File: src/rtl/timer_h_pkg.sv
// Constants, field layout and mode codes for the 8-bit timer H channel.
// Assumes a byte-wide register port with a 32-bit address.
package timer_h_pkg;

	// ****************************************************************
	// Register map
	// ****************************************************************
	localparam int ADDR_W = 32;
	localparam int DATA_W = 8;
	localparam logic [31:0] OFF_MODE = 32'hfffff580;
	localparam logic [31:0] OFF_PERIOD = 32'hfffff584;
	localparam logic [31:0] OFF_SECOND = 32'hfffff588;
	localparam logic [31:0] OFF_COUNT = 32'hfffff58c;
	localparam logic [7:0] RESET_VAL = 8'h00;

	// ****************************************************************
	// Mode register fields
	// ****************************************************************
	localparam int EN_BIT = 7;
	localparam int CKS_HI = 6;
	localparam int CKS_LO = 4;
	localparam int MODE_HI = 3;
	localparam int MODE_LO = 2;
	localparam int LEV_BIT = 1;
	localparam int GATE_BIT = 0;

	typedef enum logic [1:0] {
		MODE_INTERVAL = 2'b00,
		MODE_CARRIER = 2'b01,
		MODE_PWM = 2'b10,
		MODE_BAD = 2'b11
	} timer_mode_e;

	typedef enum logic {
		PH_PERIOD = 1'b0,
		PH_SECOND = 1'b1
	} phase_e;

	// ****************************************************************
	// Count clock selection
	// ****************************************************************
	localparam int PRESC_W = 10;
	localparam logic [2:0] CKS_DIV1 = 3'h0;
	localparam logic [2:0] CKS_DIV2 = 3'h1;
	localparam logic [2:0] CKS_DIV4 = 3'h2;
	localparam logic [2:0] CKS_DIV16 = 3'h3;
	localparam logic [2:0] CKS_DIV64 = 3'h4;
	localparam logic [2:0] CKS_DIV1024 = 3'h5;

	// Divider minus one; all ratios are powers of two
	function automatic logic [PRESC_W-1:0] div_mask(input logic [2:0] sel);
		case (sel)
			CKS_DIV1: div_mask = 10'h000;
			CKS_DIV2: div_mask = 10'h001;
			CKS_DIV4: div_mask = 10'h003;
			CKS_DIV16: div_mask = 10'h00f;
			CKS_DIV64: div_mask = 10'h03f;
			CKS_DIV1024: div_mask = 10'h3ff;
			default: div_mask = 10'h000;
		endcase
	endfunction

	function automatic logic cks_valid(input logic [2:0] sel);
		cks_valid = (sel <= CKS_DIV1024);
	endfunction

endpackage

File: src/rtl/tick_if.sv
// Link between the timer core and its count clock prescaler.
// Assumes both ends run on the one core clock.
`timescale 1ns/10ps
interface tick_if;
	logic [2:0] sel;
	logic run;
	logic tick;
	modport core (output sel, output run, input tick);
	modport presc (input sel, input run, output tick);
endinterface

File: src/rtl/count_prescaler.sv
// Count clock prescaler: one-cycle tick at the selected division.
// Assumes sel stays constant while run is high.
`timescale 1ns/10ps
module count_prescaler #(
	parameter int DIV_W = timer_h_pkg::PRESC_W
) (
	input wire logic clk_i,
	input wire logic rst_i,
	tick_if.presc link
);
	import timer_h_pkg::*;

	if (DIV_W < PRESC_W) begin : g_bad_width
		$error("Prescaler too narrow for the largest ratio");
	end

	logic [DIV_W-1:0] div_cnt;
	logic [DIV_W-1:0] next_div_cnt;

	// Restarting from zero makes the first tick come one full period after enable
	always_comb begin
		next_div_cnt = div_cnt + {{(DIV_W-1){1'b0}}, 1'b1};
		if (!link.run) begin
			next_div_cnt = '0;
		end
	end

	always_ff @(posedge clk_i) begin
		if (rst_i) begin
			div_cnt <= '0;
		end else begin
			div_cnt <= next_div_cnt;
		end
	end

	// Prohibited codes give no tick, so the counter simply stays put
	assign link.tick = link.run && cks_valid(link.sel) &&
		((div_cnt[PRESC_W-1:0] & div_mask(link.sel)) == div_mask(link.sel));

endmodule

File: src/rtl/eight_bit_timer_h_core.sv
// One channel of the 8-bit timer H: registers, counter, compares and output.
// Assumes a byte register port with read data one cycle after the strobe.
//
// What this block does
// - Period match raises interrupt, toggles output
// - Period register read/write as one byte
// - Secondary compare only in PWM, carrier
// - PWM secondary match toggles, no interrupt
// - Carrier secondary match interrupts and clears counter
// - Running secondary writes buffered until old match
// - Write colliding with reload skips that reload
// - Disabled holds counter zero; enable starts counting
// - Clock select picks divide 1..1024
// - Mode field selects interval, carrier, PWM
// - Default level and output gate control pin
// - Interval mode ignores secondary compare
// - Stop returns interrupt and output to default
`timescale 1ns/10ps
module eight_bit_timer_h_core (
	input wire logic CORE_CLK_I,
	input wire logic RESET_I,
	input wire logic [timer_h_pkg::ADDR_W-1:0] ADDR_I,
	input wire logic [timer_h_pkg::DATA_W-1:0] WDATA_I,
	input wire logic WR_I,
	input wire logic RD_I,
	output logic [timer_h_pkg::DATA_W-1:0] RDATA_O,
	output logic MATCH_IRQ_O,
	output logic TIMER_OUT_O
);
	import timer_h_pkg::*;

	// ****************************************************************
	// Registers
	// ****************************************************************
	logic [7:0] mode;
	logic [7:0] period;
	logic [7:0] sec_buf;
	logic [7:0] sec_act;
	logic sec_pend;
	logic [7:0] next_mode;
	logic [7:0] next_period;
	logic [7:0] next_sec_buf;
	logic [7:0] next_sec_act;
	logic next_sec_pend;

	logic [7:0] cnt;
	logic out_lvl;
	phase_e phase;
	logic [7:0] next_cnt;
	logic next_out_lvl;
	phase_e next_phase;
	logic next_irq;
	logic next_pin;
	logic [7:0] next_rdata;

	logic en;
	logic lev;
	logic gate;
	timer_mode_e md;
	logic wr_sec;
	logic period_hit;
	logic sec_hit;

	tick_if tk ();

	count_prescaler u_presc (
		.clk_i(CORE_CLK_I),
		.rst_i(RESET_I),
		.link(tk)
	);

	assign en = mode[EN_BIT];
	assign lev = mode[LEV_BIT];
	assign gate = mode[GATE_BIT];
	assign md = timer_mode_e'(mode[MODE_HI:MODE_LO]);
	assign tk.sel = mode[CKS_HI:CKS_LO];
	assign tk.run = en;
	assign wr_sec = WR_I && (ADDR_I == OFF_SECOND);

	// Carrier mode alternates: period phase, then secondary phase
	assign period_hit = tk.tick && (cnt == period) &&
		!(md == MODE_CARRIER && phase == PH_SECOND);
	// Interval and prohibited mode never look at the secondary value
	assign sec_hit = tk.tick && (cnt == sec_act) &&
		((md == MODE_PWM) || (md == MODE_CARRIER && phase == PH_SECOND));

	// ****************************************************************
	// Register writes and secondary reload
	// ****************************************************************
	always_comb begin
		next_mode = mode;
		next_period = period;
		next_sec_buf = sec_buf;
		next_sec_act = sec_act;
		next_sec_pend = sec_pend;
		if (WR_I && ADDR_I == OFF_MODE) begin
			next_mode = WDATA_I;
		end
		if (WR_I && ADDR_I == OFF_PERIOD) begin
			next_period = WDATA_I;
		end
		// Reload only at a match with the old value, never on a colliding write
		if (sec_hit && sec_pend && !wr_sec) begin
			next_sec_act = sec_buf;
			next_sec_pend = 1'b0;
		end
		if (wr_sec) begin
			next_sec_buf = WDATA_I;
			if (en) begin
				next_sec_pend = 1'b1;
			end else begin
				next_sec_act = WDATA_I;
				next_sec_pend = 1'b0;
			end
		end
	end

	always_ff @(posedge CORE_CLK_I) begin
		if (RESET_I) begin
			mode <= RESET_VAL;
			period <= RESET_VAL;
			sec_buf <= RESET_VAL;
			sec_act <= RESET_VAL;
			sec_pend <= 1'b0;
		end else begin
			mode <= next_mode;
			period <= next_period;
			sec_buf <= next_sec_buf;
			sec_act <= next_sec_act;
			sec_pend <= next_sec_pend;
		end
	end

	// ****************************************************************
	// Counter, output level and interrupt
	// ****************************************************************
	always_comb begin
		next_cnt = cnt;
		next_out_lvl = out_lvl;
		next_phase = phase;
		next_irq = 1'b0;
		if (!en) begin
			// Level already at default simply stays there
			next_cnt = 8'h00;
			next_out_lvl = lev;
			next_phase = PH_PERIOD;
		end else if (period_hit) begin
			next_cnt = 8'h00;
			next_out_lvl = !out_lvl;
			next_irq = 1'b1;
			if (md == MODE_CARRIER) begin
				next_phase = PH_SECOND;
			end
		end else if (sec_hit) begin
			next_out_lvl = !out_lvl;
			if (md == MODE_CARRIER) begin
				next_cnt = 8'h00;
				next_irq = 1'b1;
				next_phase = PH_PERIOD;
			end else begin
				next_cnt = 8'(cnt + 8'h01);
			end
		end else if (tk.tick) begin
			next_cnt = 8'(cnt + 8'h01);
		end
		next_pin = gate ? next_out_lvl : 1'b0;
	end

	always_ff @(posedge CORE_CLK_I) begin
		if (RESET_I) begin
			cnt <= 8'h00;
			out_lvl <= 1'b0;
			phase <= PH_PERIOD;
			MATCH_IRQ_O <= 1'b0;
			TIMER_OUT_O <= 1'b0;
		end else begin
			cnt <= next_cnt;
			out_lvl <= next_out_lvl;
			phase <= next_phase;
			MATCH_IRQ_O <= next_irq;
			TIMER_OUT_O <= next_pin;
		end
	end

	// ****************************************************************
	// Read data
	// ****************************************************************
	// Secondary reads the last written value, which may still be pending
	always_comb begin
		next_rdata = 8'h00;
		if (RD_I) begin
			case (ADDR_I)
				OFF_MODE: next_rdata = mode;
				OFF_PERIOD: next_rdata = period;
				OFF_SECOND: next_rdata = sec_buf;
				OFF_COUNT: next_rdata = cnt;
				default: next_rdata = 8'h00;
			endcase
		end
	end

	always_ff @(posedge CORE_CLK_I) begin
		if (RESET_I) begin
			RDATA_O <= 8'h00;
		end else begin
			RDATA_O <= next_rdata;
		end
	end
endmodule

File: config.mk
export PLATFORM = sky130hd
export DESIGN_NAME = eight_bit_timer_h_core
export DESIGN_NICKNAME = d
export VERILOG_FILES = /design/src/rtl/timer_h_pkg.sv /design/src/rtl/tick_if.sv /design/src/rtl/count_prescaler.sv /design/src/rtl/eight_bit_timer_h_core.sv
export SDC_FILE = /design/constraint.sdc
export NUM_CORES = 1
export LEC_CHECK = 0
export ABC_AREA = 0
export BUFFER_PORTS_ARGS = -buffer_cell sky130_fd_sc_hd__buf_2
export CAP_MARGIN = 0
export CORE_ASPECT_RATIO = 1.4
export CORE_MARGIN = 2
export CORE_UTILIZATION = 35
export CTS_CLUSTER_DIAMETER = 100
export CTS_CLUSTER_SIZE = 8
export DETAILED_ROUTE_END_ITERATION = 10
export SLEW_MARGIN = 20
export SYNTH_ARGS = -nofsm -noshare
export SYNTH_HDL_FRONTEND = slang
export SYNTH_HIERARCHICAL = 1
export SYNTH_SLANG_ARGS = --single-unit
File: constraint.sdc
create_clock -name CORE_CLK_I -period 5.87 [get_ports CORE_CLK_I]
set_input_delay 0 -clock CORE_CLK_I [delete_from_list [all_inputs] [get_ports CORE_CLK_I]]
set_output_delay 0 -clock CORE_CLK_I [all_outputs]
set_load 0.05 [all_outputs]
=== Word-level counts from Yosys, hierarchy flattened ===
Cells that the tools add are included.

* Eq/ne operators: 14
* $mul: 0
* Muxes and demuxes: 21
* Bitwise logic cells: 4
* Shift-type cells: 0
* Reduce and logical (&&, ||, !) cells: 24
* $add $sub $neg: 2
* Order comparisons: 1
* Div/mod/pow operators: 0

{| class="wikitable"
|+ Operator list
! cell !! number
|-
| equality test 32 bit (second input constant) || 4
|-
| one-hot mux 10 bit (5 select lines) || 1
|-
| 2-to-1 mux 8 bit || 6
|-
| one-hot mux 8 bit (4 select lines) || 1
|-
| equality test 8 bit || 2
|-
| 2-to-1 mux 1 bit || 13
|-
| logical AND 1 bit || 12
|-
| adder 10 x 1 -> 10 bit (second input constant) || 1
|-
| bitwise AND 10 bit || 1
|-
| equality test 10 bit || 1
|-
| adder 8 x 1 -> 8 bit (second input constant) || 1
|-
| equality test 3 x 2 -> 1 bit (second input constant) || 2
|-
| equality test 3 bit (second input constant) || 2
|-
| nonzero test 2 bit || 3
|-
| OR reduction 2 bit || 3
|-
| equality test 3 x 1 -> 1 bit (second input constant) || 1
|-
| less-or-equal comparator 3 bit (second input constant) || 1
|-
| logical NOT 1 bit || 3
|-
| NOT 1 bit || 3
|-
| OR reduction 3 bit || 1
|-
| equality test 2 x 1 -> 1 bit (second input constant) || 1
|-
| equality test 2 bit (second input constant) || 1
|-
| AND reduction 2 bit || 1
|-
| logical OR 1 bit || 1
|}

* Input bits: 44
* Word-level logic and storage cells: 78
* Bits in writable memories: 0
* Latch bits: 0
* ROM bits: 0
* Memories: 0
* Output and inout bits: 10
* Bits in registers: 63

=== Longest topological paths before layout ===
Gate-level depths: netlist of the first run.

* Depth after elaboration: 12
* Mapped depth: 12
* Gate-level depth less buffers: 10

=== Modules after synthesis ===
The synthesis of the first run kept the hierarchy.

{| class="wikitable"
|+ By module, submodules not included
! module !! instances !! cells each !! area each (µm²) !! seq. area each (µm²)
|-
| eight_bit_timer_h_core || 1 || 262 || 2482.4 || 1061.0
|-
| count_prescaler || 1 || 59 || 515.5 || 200.2
|}

=== Least setup slack after synthesis of the first run ===
Ideal clock, no wire load.

* Kind: register -> register
* Start: register mode[5]
* End: register sec_act[0]
* Arrival time: 2.470 ns
* Path slack: 3.281 ns
* Required time: 5.751 ns
* Clock period less this slack: 2.589 ns
* Path buffers: 1
* Setup time: 0.119 ns
* Stages on the path, launching flop included: 12
* Cell sequence: dfxtp_1 > inv_1 > ha_1 > a21oi_1 > a2111oi_0 > o311a_1 > clkbuf_1 > inv_1 > a211oi_1 > and3_1 > nand3_2 > o221a_1

* Longest elaborated chain between the ends: 12
* Elaborated cells between the ends (all ways): 18
* Those cells by class: 1 x order compare; 6 x eq/ne; 4 x mux; 1 x bitwise; 6 x reduce/logical

{| class="wikitable"
|+ RTL lines
! what !! line !! text
|-
| from (decl) || eight_bit_timer_h_core.sv:35 || <nowiki>logic [7:0] mode;</nowiki>
|-
| from (signal assigned) || eight_bit_timer_h_core.sv:126 || <nowiki>mode <= next_mode;</nowiki>
|-
| equality test 3 bit (tied with other cells) || timer_h_pkg.sv:52 || <nowiki>case (sel)</nowiki>
|-
| one-hot mux 10 bit (5 select lines) || timer_h_pkg.sv:52 ||
|-
| bitwise AND 10 bit || count_prescaler.sv:38 || <nowiki>((div_cnt[PRESC_W-1:0] & div_mask(link.sel)) == div_mask(link.sel));</nowiki>
|-
| equality test 10 bit || count_prescaler.sv:38 ||
|-
| logical AND 1 bit (*) || count_prescaler.sv:37 || <nowiki>assign link.tick = link.run && cks_valid(link.sel) &&</nowiki>
|-
| via tk.tick || tick_if.sv:7 || <nowiki>logic tick;</nowiki>
|-
| logical AND 1 bit (*) (2 in series) || eight_bit_timer_h_core.sv:84 || <nowiki>assign sec_hit = tk.tick && (cnt == sec_act) &&</nowiki>
|-
| logical AND 1 bit (*) (2 in series) || eight_bit_timer_h_core.sv:103 || <nowiki>if (sec_hit && sec_pend && !wr_sec) begin</nowiki>
|-
| 2-to-1 mux 8 bit (*) || eight_bit_timer_h_core.sv:103 ||
|-
| 2-to-1 mux 8 bit || eight_bit_timer_h_core.sv:109 || <nowiki>if (en) begin</nowiki>
|-
| 2-to-1 mux 8 bit (*) || eight_bit_timer_h_core.sv:107 || <nowiki>if (wr_sec) begin</nowiki>
|-
| to (signal assigned) || eight_bit_timer_h_core.sv:129 || <nowiki>sec_act <= next_sec_act;</nowiki>
|-
| to (decl) || eight_bit_timer_h_core.sv:38 || <nowiki>logic [7:0] sec_act;</nowiki>
|}

Mark *: on every way through the listed nets, which the timed path passes. The rest lies on a longest branch.
A chain may end at the register's enable or synchronous reset.

=== Worst setup path after layout of the first run ===
* Start: register mode[5]
* End: register sec_act[1]

The elaborated chain is that of the path after synthesis.

==> results of run 1 <==
==> worst max path at each step <==
stage / cells past startpoint / slack, ns / start / end
final: 10 / 2.90 / mode[5]$_SDFFE_PP0P_ / sec_act[1]$_SDFF_PP0_
after global routing: 10 / 2.68 / mode[5]$_SDFFE_PP0P_ / sec_act[4]$_SDFF_PP0_
after CTS: 10 / 2.92 / mode[5]$_SDFFE_PP0P_ / sec_act[1]$_SDFF_PP0_
after detailed placement: 10 / 2.99 / mode[5]$_SDFFE_PP0P_ / sec_act[6]$_SDFF_PP0_
after global placement: 10 / 3.13 / mode[5]$_SDFFE_PP0P_ / sec_act[2]$_SDFF_PP0_
after floorplan: 11 / 3.28 / mode[5]$_SDFFE_PP0P_ / sec_act[0]$_SDFF_PP0_
==> cell type report <==
type / instances / share of cell area
multi-input combinational: 233 / 0.441
tap: 102 / 0.0343
clock inverter: 2 / 0.0101
sequential: 63 / 0.339
inverter: 8 / 0.00808
timing repair buffer: 61 / 0.0929
clock buffer: 14 / 0.0737
==> power by group <==
group / internal [mW] / total (mW) / switching (mW)
Combinational: 0.0193 / 0.0369 / 0.0176
Sequential: 0.428 / 0.428 / 0.0000000000561
Clock: 0.363 / 0.545 / 0.182
Total: 0.811 / 1.01 / 0.200
==> flip-flops by register name (all words and copies together), names as in the netlist <==
register,count
MATCH_IRQ_O,1
RDATA_O,8
TIMER_OUT_O,1
cnt,8
mode,8
out_lvl,1
period,8
phase,1
sec_act,8
sec_buf,8
sec_pend,1
u_presc/div_cnt,10
==> cells by family (layout without fill, tap and decap cells) <==
logic type               after synthesis  count (layout)  synth area share
AND/OR/NAND/NOR                      132             132             0.232
AO/OA/AOI/OAI                         46              46             0.105
multiplexers                          25              25             0.117
buffers and inverters                 25              85            0.0321
XOR/XNOR                              26              26            0.0760
flip-flops                            63              63             0.421
adder cells (fa/ha/maj)                4               4            0.0167
==> per-layer routing <==
layer | part of all wire | vias to the layer above
li1 | - | 1257
met4 | 0.043 | 0
met1 | 0.40 | 1206
met5 | 0 | -
met3 | 0.037 | 19
met2 | 0.52 | 56
==> cells in the mapped netlist, drive strengths merged, types with 4 or more instances <==
library cell	count	area, sq um
xor2	13	114
xnor2	13	114
mux4	8	180
inv	8	30.0
dfxtp	63	1260
or4	4	33.8
nand2	26	97.6
ha	4	50.1
nand2b	5	31.3
buf	4	17.5
o221a	8	90.1
nor2	43	161
nor2b	11	68.8
mux2i	17	170
nand3	8	45.0
nor3	4	25.0
clkbuf	13	48.8
nand4	11	83.8
a21oi	25	125
==> tightest hold or removal path, delay by kind of cell <==
| kind | cells | cell delay, ns |
|---|---|---|
| AND/OR/NAND/NOR | 2 | 0.37 |
| buffers and inverters | 1 | 0.10 |
==> per-stage QoR <==
stage	utilization	instance area (sq um)	hold slack [ns]	setup slack [ns]
floorplan	-	3000	0.140	3.28
global placement	0.403	3320	0.283	3.13
detailed placement	0.403	3320	0.294	2.99
CTS	0.451	3720	0.192	2.92
global route	0.451	3720	0.208	2.68
finish	0.451	3720	0.189	2.90
==> metrics.txt, run 1 <==
status complete, no violations; endpoints failing hold 0; Most Crowded Layer GR met2; Congestion Overflow GR 0; number of endpoints failing setup at the final stage 0; Worst-path clk slew around 0.05 ns; launch point of the worst hold path RD_I; number of top-level pins 54; end of the worst register-to-register path sec_act[1]$_SDFF_PP0_; worst slew margin relative to its limit 0.284; chip height 114 um; number of buffers on the longest clock path 2; cts hold-fix bufs 8; total CTS buffers 9; Clock Sinks 63; Horiz. Die Dim just over 80 um; final cell count without fillers slightly below 500; Layout Skew between 0.005 and 0.006 ns; first-iteration detailed-routing DRC count 110; crit path buf inv count 2; area occupied by registers between 1000 and 1500 sq um; part of the cycle the worst path needs 0.507; final weighted congestion in routability-driven placement 0.848; number of diodes 0; Leak Pwr roughly 1.5 nW; Crit path required time slightly above 6 ns; register area share after synthesis 0.421; drt total wl between 7000 and 8000 um; number of max-cap violations 0; Post-Route Setup TNS 0 ns; GRT Resource Usage Total 0.176; FMAX approximately 0.34 GHz; insertion delay to the later sink of the worst-skew pair around 0.33 ns; slack of the worst reg-to-reg path between 2 and 3 ns; Worst path max stage delay 0.47 ns; Top delay family on crit path compound AO/OA/AOI/OAI gates; minimum clock period 2.97 ns; number of standard cells after synthesis roughly 320; ordered list of cells on the worst path inv_1, ha_1, a21oi_1, a2111oi_0, o311a_1, inv_1, a211oi_1, and3_1, nand3_2, o221a_1; area occupied by multi-input gates around 1600 sq um; fraction of registers with async set/reset 0; GRT met2 Usage 0.301; launch instance of the worst register-to-register path mode[5]$_SDFFE_PP0P_; Top FF cell, synth sky130_fd_sc_hd__dfxtp_1; layout net count 424; global-route wire length before repair roughly 12,000 um; 1st-pass router iterations 4; power per cell area 272 nW/um^2; clock tree from TritonCTS yes; layout filler cell count around 800; critical path arrival approximately 3.2 ns; number of antenna violations at the first check in global routing 0; row count 39; Syn Nets between 300 and 400; number of enable-type register cells in the synthesized netlist 0; hold path depth 3; clock tree root driver cell sky130_fd_sc_hd__clkbuf_16; yosys warns 6; fin. max-slew vios 0; most frequent standard cell in the layout excluding fill and tap cells sky130_fd_sc_hd__dfxtp_1; Vias per Instance around 5.3; post-CTS setup buffer count 0; proportion of layout cells with a drive suffix above 1 0.223; category of the worst setup path launch point flop; cell with the largest stage delay on the worst path sky130_fd_sc_hd__a2111oi_0; total chip power roughly 1.0 mW; via count 2,538; signed area change from the synthesized netlist to the final layout 24.0%; maximum number of pins on one net before global-route repair 39; Synth Area per Inst roughly 9.3 sq um; Yosys reg bits 63; post-CTS sizing 0; met1 GRT Util 0.199; post-detailed-route count of antenna-violating nets 0; vias in the first global route 2,582; setup repair after global routing missed its margin false; kind of capture point of the worst setup path flop; Global Route met3 Usage 0.0245; Buffers on Ports 53; path category of the worst min-delay check input port to flop; worst vdd ir between 0.1 and 0.15 mV; number of different library cells in the post-synthesis netlist 45; floorplan core area between 8000 and 9000 sq um; average wire per cell in the routed design 15.1 um; cell occurring most often along the worst timing path sky130_fd_sc_hd__inv_1; path depth of the worst reg2reg path 10; WS Path Type flop to flop; slew at the pin closest to its max-slew limit between 1 and 1.5 ns; estimated wirelength of the detail-placed design ~5500 um; starting utilization of the core area 0.364; area of the die just over 9000 sq um; H-tree levels 3; total instance count after detailed placement approximately 460; sink of the worst hold path RDATA_O[7]$_SDFF_PP0_; cell area after synthesis approximately 3000 sq um; commonest cells after routing, fill and taps aside sky130_fd_sc_hd__dfxtp_1, sky130_fd_sc_hd__buf_2, sky130_fd_sc_hd__nor2_1; Residual DRC 0; top fanout value on the critical path 8
(Power assumes the default switching activity.)
==> inputs of run 2 (changes only) <==
==> constraint.sdc (replaced) <==
create_clock -name CORE_CLK_I -period 2.52 [get_ports CORE_CLK_I]
set_input_delay 0 -clock CORE_CLK_I [delete_from_list [all_inputs] [get_ports CORE_CLK_I]]
set_output_delay 0 -clock CORE_CLK_I [all_outputs]
set_load 0.05 [all_outputs]
==> run 2 against run 1 <==
  * Sequential power grew 130%
  * Critical path depth grew 1
  * Via count grew 2.4%
  * Final area grew 2.9%
  * Routed wire length grew 1.1%
  * Global-route usage shrank 0.63 points
==> metrics.txt, run 2 (synthesis gave the netlist of run 1 again) <==
status complete, no violations; row count 39 (unchanged); layout net count 436 (+2.8%); met1 GRT Util 0.197 (-0.00140); number of top-level pins 54 (unchanged); layout filler cell count 799 (+1.1%); number of endpoints failing setup at the final stage 0 (unchanged); Vias per Instance 5.25 (about the same); via count 2,599 (+2.4%); 1st-pass router iterations 4 (unchanged); FMAX 0.423 GHz (+26%); post-detailed-route count of antenna-violating nets 0 (unchanged); maximum number of pins on one net before global-route repair 38 (-2.6%); number of antenna violations at the first check in global routing 0 (unchanged); Most Crowded Layer GR met2; total CTS buffers 9 (unchanged); global-route wire length before repair 12,100 um (-1.8%); final weighted congestion in routability-driven placement 0.776 (-8.5%); register containing the most flip-flops in the final layout u_presc/div_cnt; part of the cycle the worst path needs 0.938 (+0.432); GRT Resource Usage Total 0.169 (-0.00627); total instance count after detailed placement 471 (+2.6%); signed area change from the synthesized netlist to the final layout 27.5%; commonest cells after routing, fill and taps aside sky130_fd_sc_hd__dfxtp_1, sky130_fd_sc_hd__buf_2, sky130_fd_sc_hd__nor2_1; average wire per cell in the routed design 14.9 um (-1.4%); total non-filler cell area in the finished layout 3820 sq um (+2.9%); Worst-path clk slew 0.05 ns (about the same); Top delay family on crit path simple AND/OR/NAND/NOR gates; drt total wl 7390 um (+1.1%); vias in the first global route 2,609 (+1.0%); Buffers on Ports 53 (unchanged); final cell count without fillers 495 (+2.5%); Layout Skew 0.00554 ns (+0.000243 ns); GRT met2 Usage 0.285 (-0.0151); Worst path max stage delay 0.62 ns (+0.15 ns); H-tree levels 3 (unchanged); chip height 114 um (unchanged); power per cell area 609 nW/um^2 (+120%); Crit path required time 2.76 ns (-3.33 ns); clock tree root driver cell sky130_fd_sc_hd__clkbuf_16; path category of the worst min-delay check input port to flop; most frequent standard cell in the layout excluding fill and tap cells sky130_fd_sc_hd__dfxtp_1; insertion delay to the later sink of the worst-skew pair 0.33 ns (about the same); floorplan core area 8250 sq um (unchanged); top fanout value on the critical path 7 (-1); slew at the pin closest to its max-slew limit 0.405 ns (-0.663 ns); crit path buf inv count 3 (+1); cell with the largest stage delay on the worst path sky130_fd_sc_hd__or4b_2; clock tree from TritonCTS yes; WS Path Type flop to flop; estimated wirelength of the detail-placed design 5520 um (+1.1%); category of the worst setup path launch point flop; endpoints failing hold 0 (unchanged); area of the die 9330 sq um (unchanged); number of max-cap violations 0 (unchanged); Residual DRC 0 (unchanged); max reg flops 10 (unchanged); post-placement cell area 3410 sq um (+2.7%); setup repair after global routing missed its margin false; post-CTS setup buffer count 0 (unchanged); fin. max-slew vios 0 (unchanged); ordered list of cells on the worst path inv_1, ha_1, a21oi_2, a2111oi_2, o311a_1, buf_4, nand2_1, nor3_1, buf_4, or4b_2, a31oi_1; Clock Sinks 63 (unchanged); Leak Pwr 1.56 nW (+4.1%); cell occurring most often along the worst timing path sky130_fd_sc_hd__buf_4; proportion of layout cells with a drive suffix above 1 0.262 (+0.0390); worst slew margin relative to its limit 0.728 (+0.443); Congestion Overflow GR 0 (unchanged); Horiz. Die Dim 82.2 um (unchanged); critical path arrival 2.61 ns (-0.58 ns); number of diodes 0 (unchanged); Global Route met3 Usage 0.0237 (-0.000791); Layout Utilization 0.464 (+0.0130); worst vdd ir 0.361 mV (+170%); minimum clock period 2.36 ns (-0.609 ns); first-iteration detailed-routing DRC count 88 (-20%); starting utilization of the core area 0.364 (unchanged); kind of capture point of the worst setup path flop; number of buffers on the longest clock path 2 (unchanged)
-- run 2: per-layer routing --
| metal | share of wire | vias up | wire length, um |
|---|---|---|---|
| li1 | - | 1280 | - |
| met1 | 0.42 | 1264 | 3130 |
| met2 | 0.53 | 37 | 3890 |
| met3 | 0.022 | 18 | 165 |
| met4 | 0.029 | 0 | 216 |
| met5 | 0 | - | 0 |
-- run 2: area by class of cell --
cell class | count | area, sq um | area share
Clock inverter | 5 | 56.3 | 0.0147
Sequential cell | 63 | 1260 | 0.330
Tap cell | 102 | 128 | 0.0334
Multi-Input combinational cell | 233 | 1660 | 0.434
Inverter | 8 | 30.0 | 0.00785
Timing Repair Buffer | 73 | 435 | 0.114
Clock buffer | 11 | 253 | 0.0661
-- run 2: timing repair --
action / in CTS / in global routing
hold buffers: 8 / 0
endpoints found under the hold margin: 24 / 0
endpoints found under the setup margin: 8 / 20
pin swaps: 0 / 2
gates resized for setup: 2 / 4
-- run 2: metrics by stage --
step	setup slack [ns]	hold WS (ns)	TNS (ns)	power [mW]
6_report	0.156	0.0681	0	2.33
5_1_grt	0.00942	0.105	0	2.40
4_1_cts	0.00235	0.0586	0	2.35
3_5_place_dp	-0.0532	0.290	-0.336	1.10
3_3_place_gp	0.0999	0.281	0	1.09
2_1_floorplan	0.0289	0.140	0	1.05
-- run 2: path summary, 6_finish.rpt --
kind	start	cells after the start	end	slack [ns]
max	mode[5]$_SDFFE_PP0P_	11	TIMER_OUT_O$_SDFF_PP0_	0.16
min	RESET_I	3	phase$_SDFFE_PP0P_	0.07
max reg2reg	mode[5]$_SDFFE_PP0P_	11	TIMER_OUT_O$_SDFF_PP0_	0.16
min reg2reg	sec_buf[1]$_SDFFE_PP0N_	2	sec_buf[1]$_SDFFE_PP0N_	0.48
-- run 2: worst reg2reg max path, cell delays in order (launching register included) --
cell and delay [ns]:
sky130_fd_sc_hd__dfxtp_1 0.32, sky130_fd_sc_hd__inv_1 0.06, sky130_fd_sc_hd__ha_1 0.30, sky130_fd_sc_hd__a21oi_2 0.14, sky130_fd_sc_hd__a2111oi_2 0.06, sky130_fd_sc_hd__o311a_1 0.14
sky130_fd_sc_hd__buf_4 0.18, sky130_fd_sc_hd__nand2_1 0.06, sky130_fd_sc_hd__nor3_1 0.05, sky130_fd_sc_hd__buf_4 0.14, sky130_fd_sc_hd__or4b_2 0.62, sky130_fd_sc_hd__a31oi_1 0.20
-- run 2: power by group --
group | leakage, nW | switching, mW | internal [mW]
Clock | 0.152 | 0.430 | 0.816
Combinational | 0.899 | 0.0407 | 0.0459
Sequential | 0.507 | 0.000000000114 | 0.997
Total | 1.56 | 0.470 | 1.86
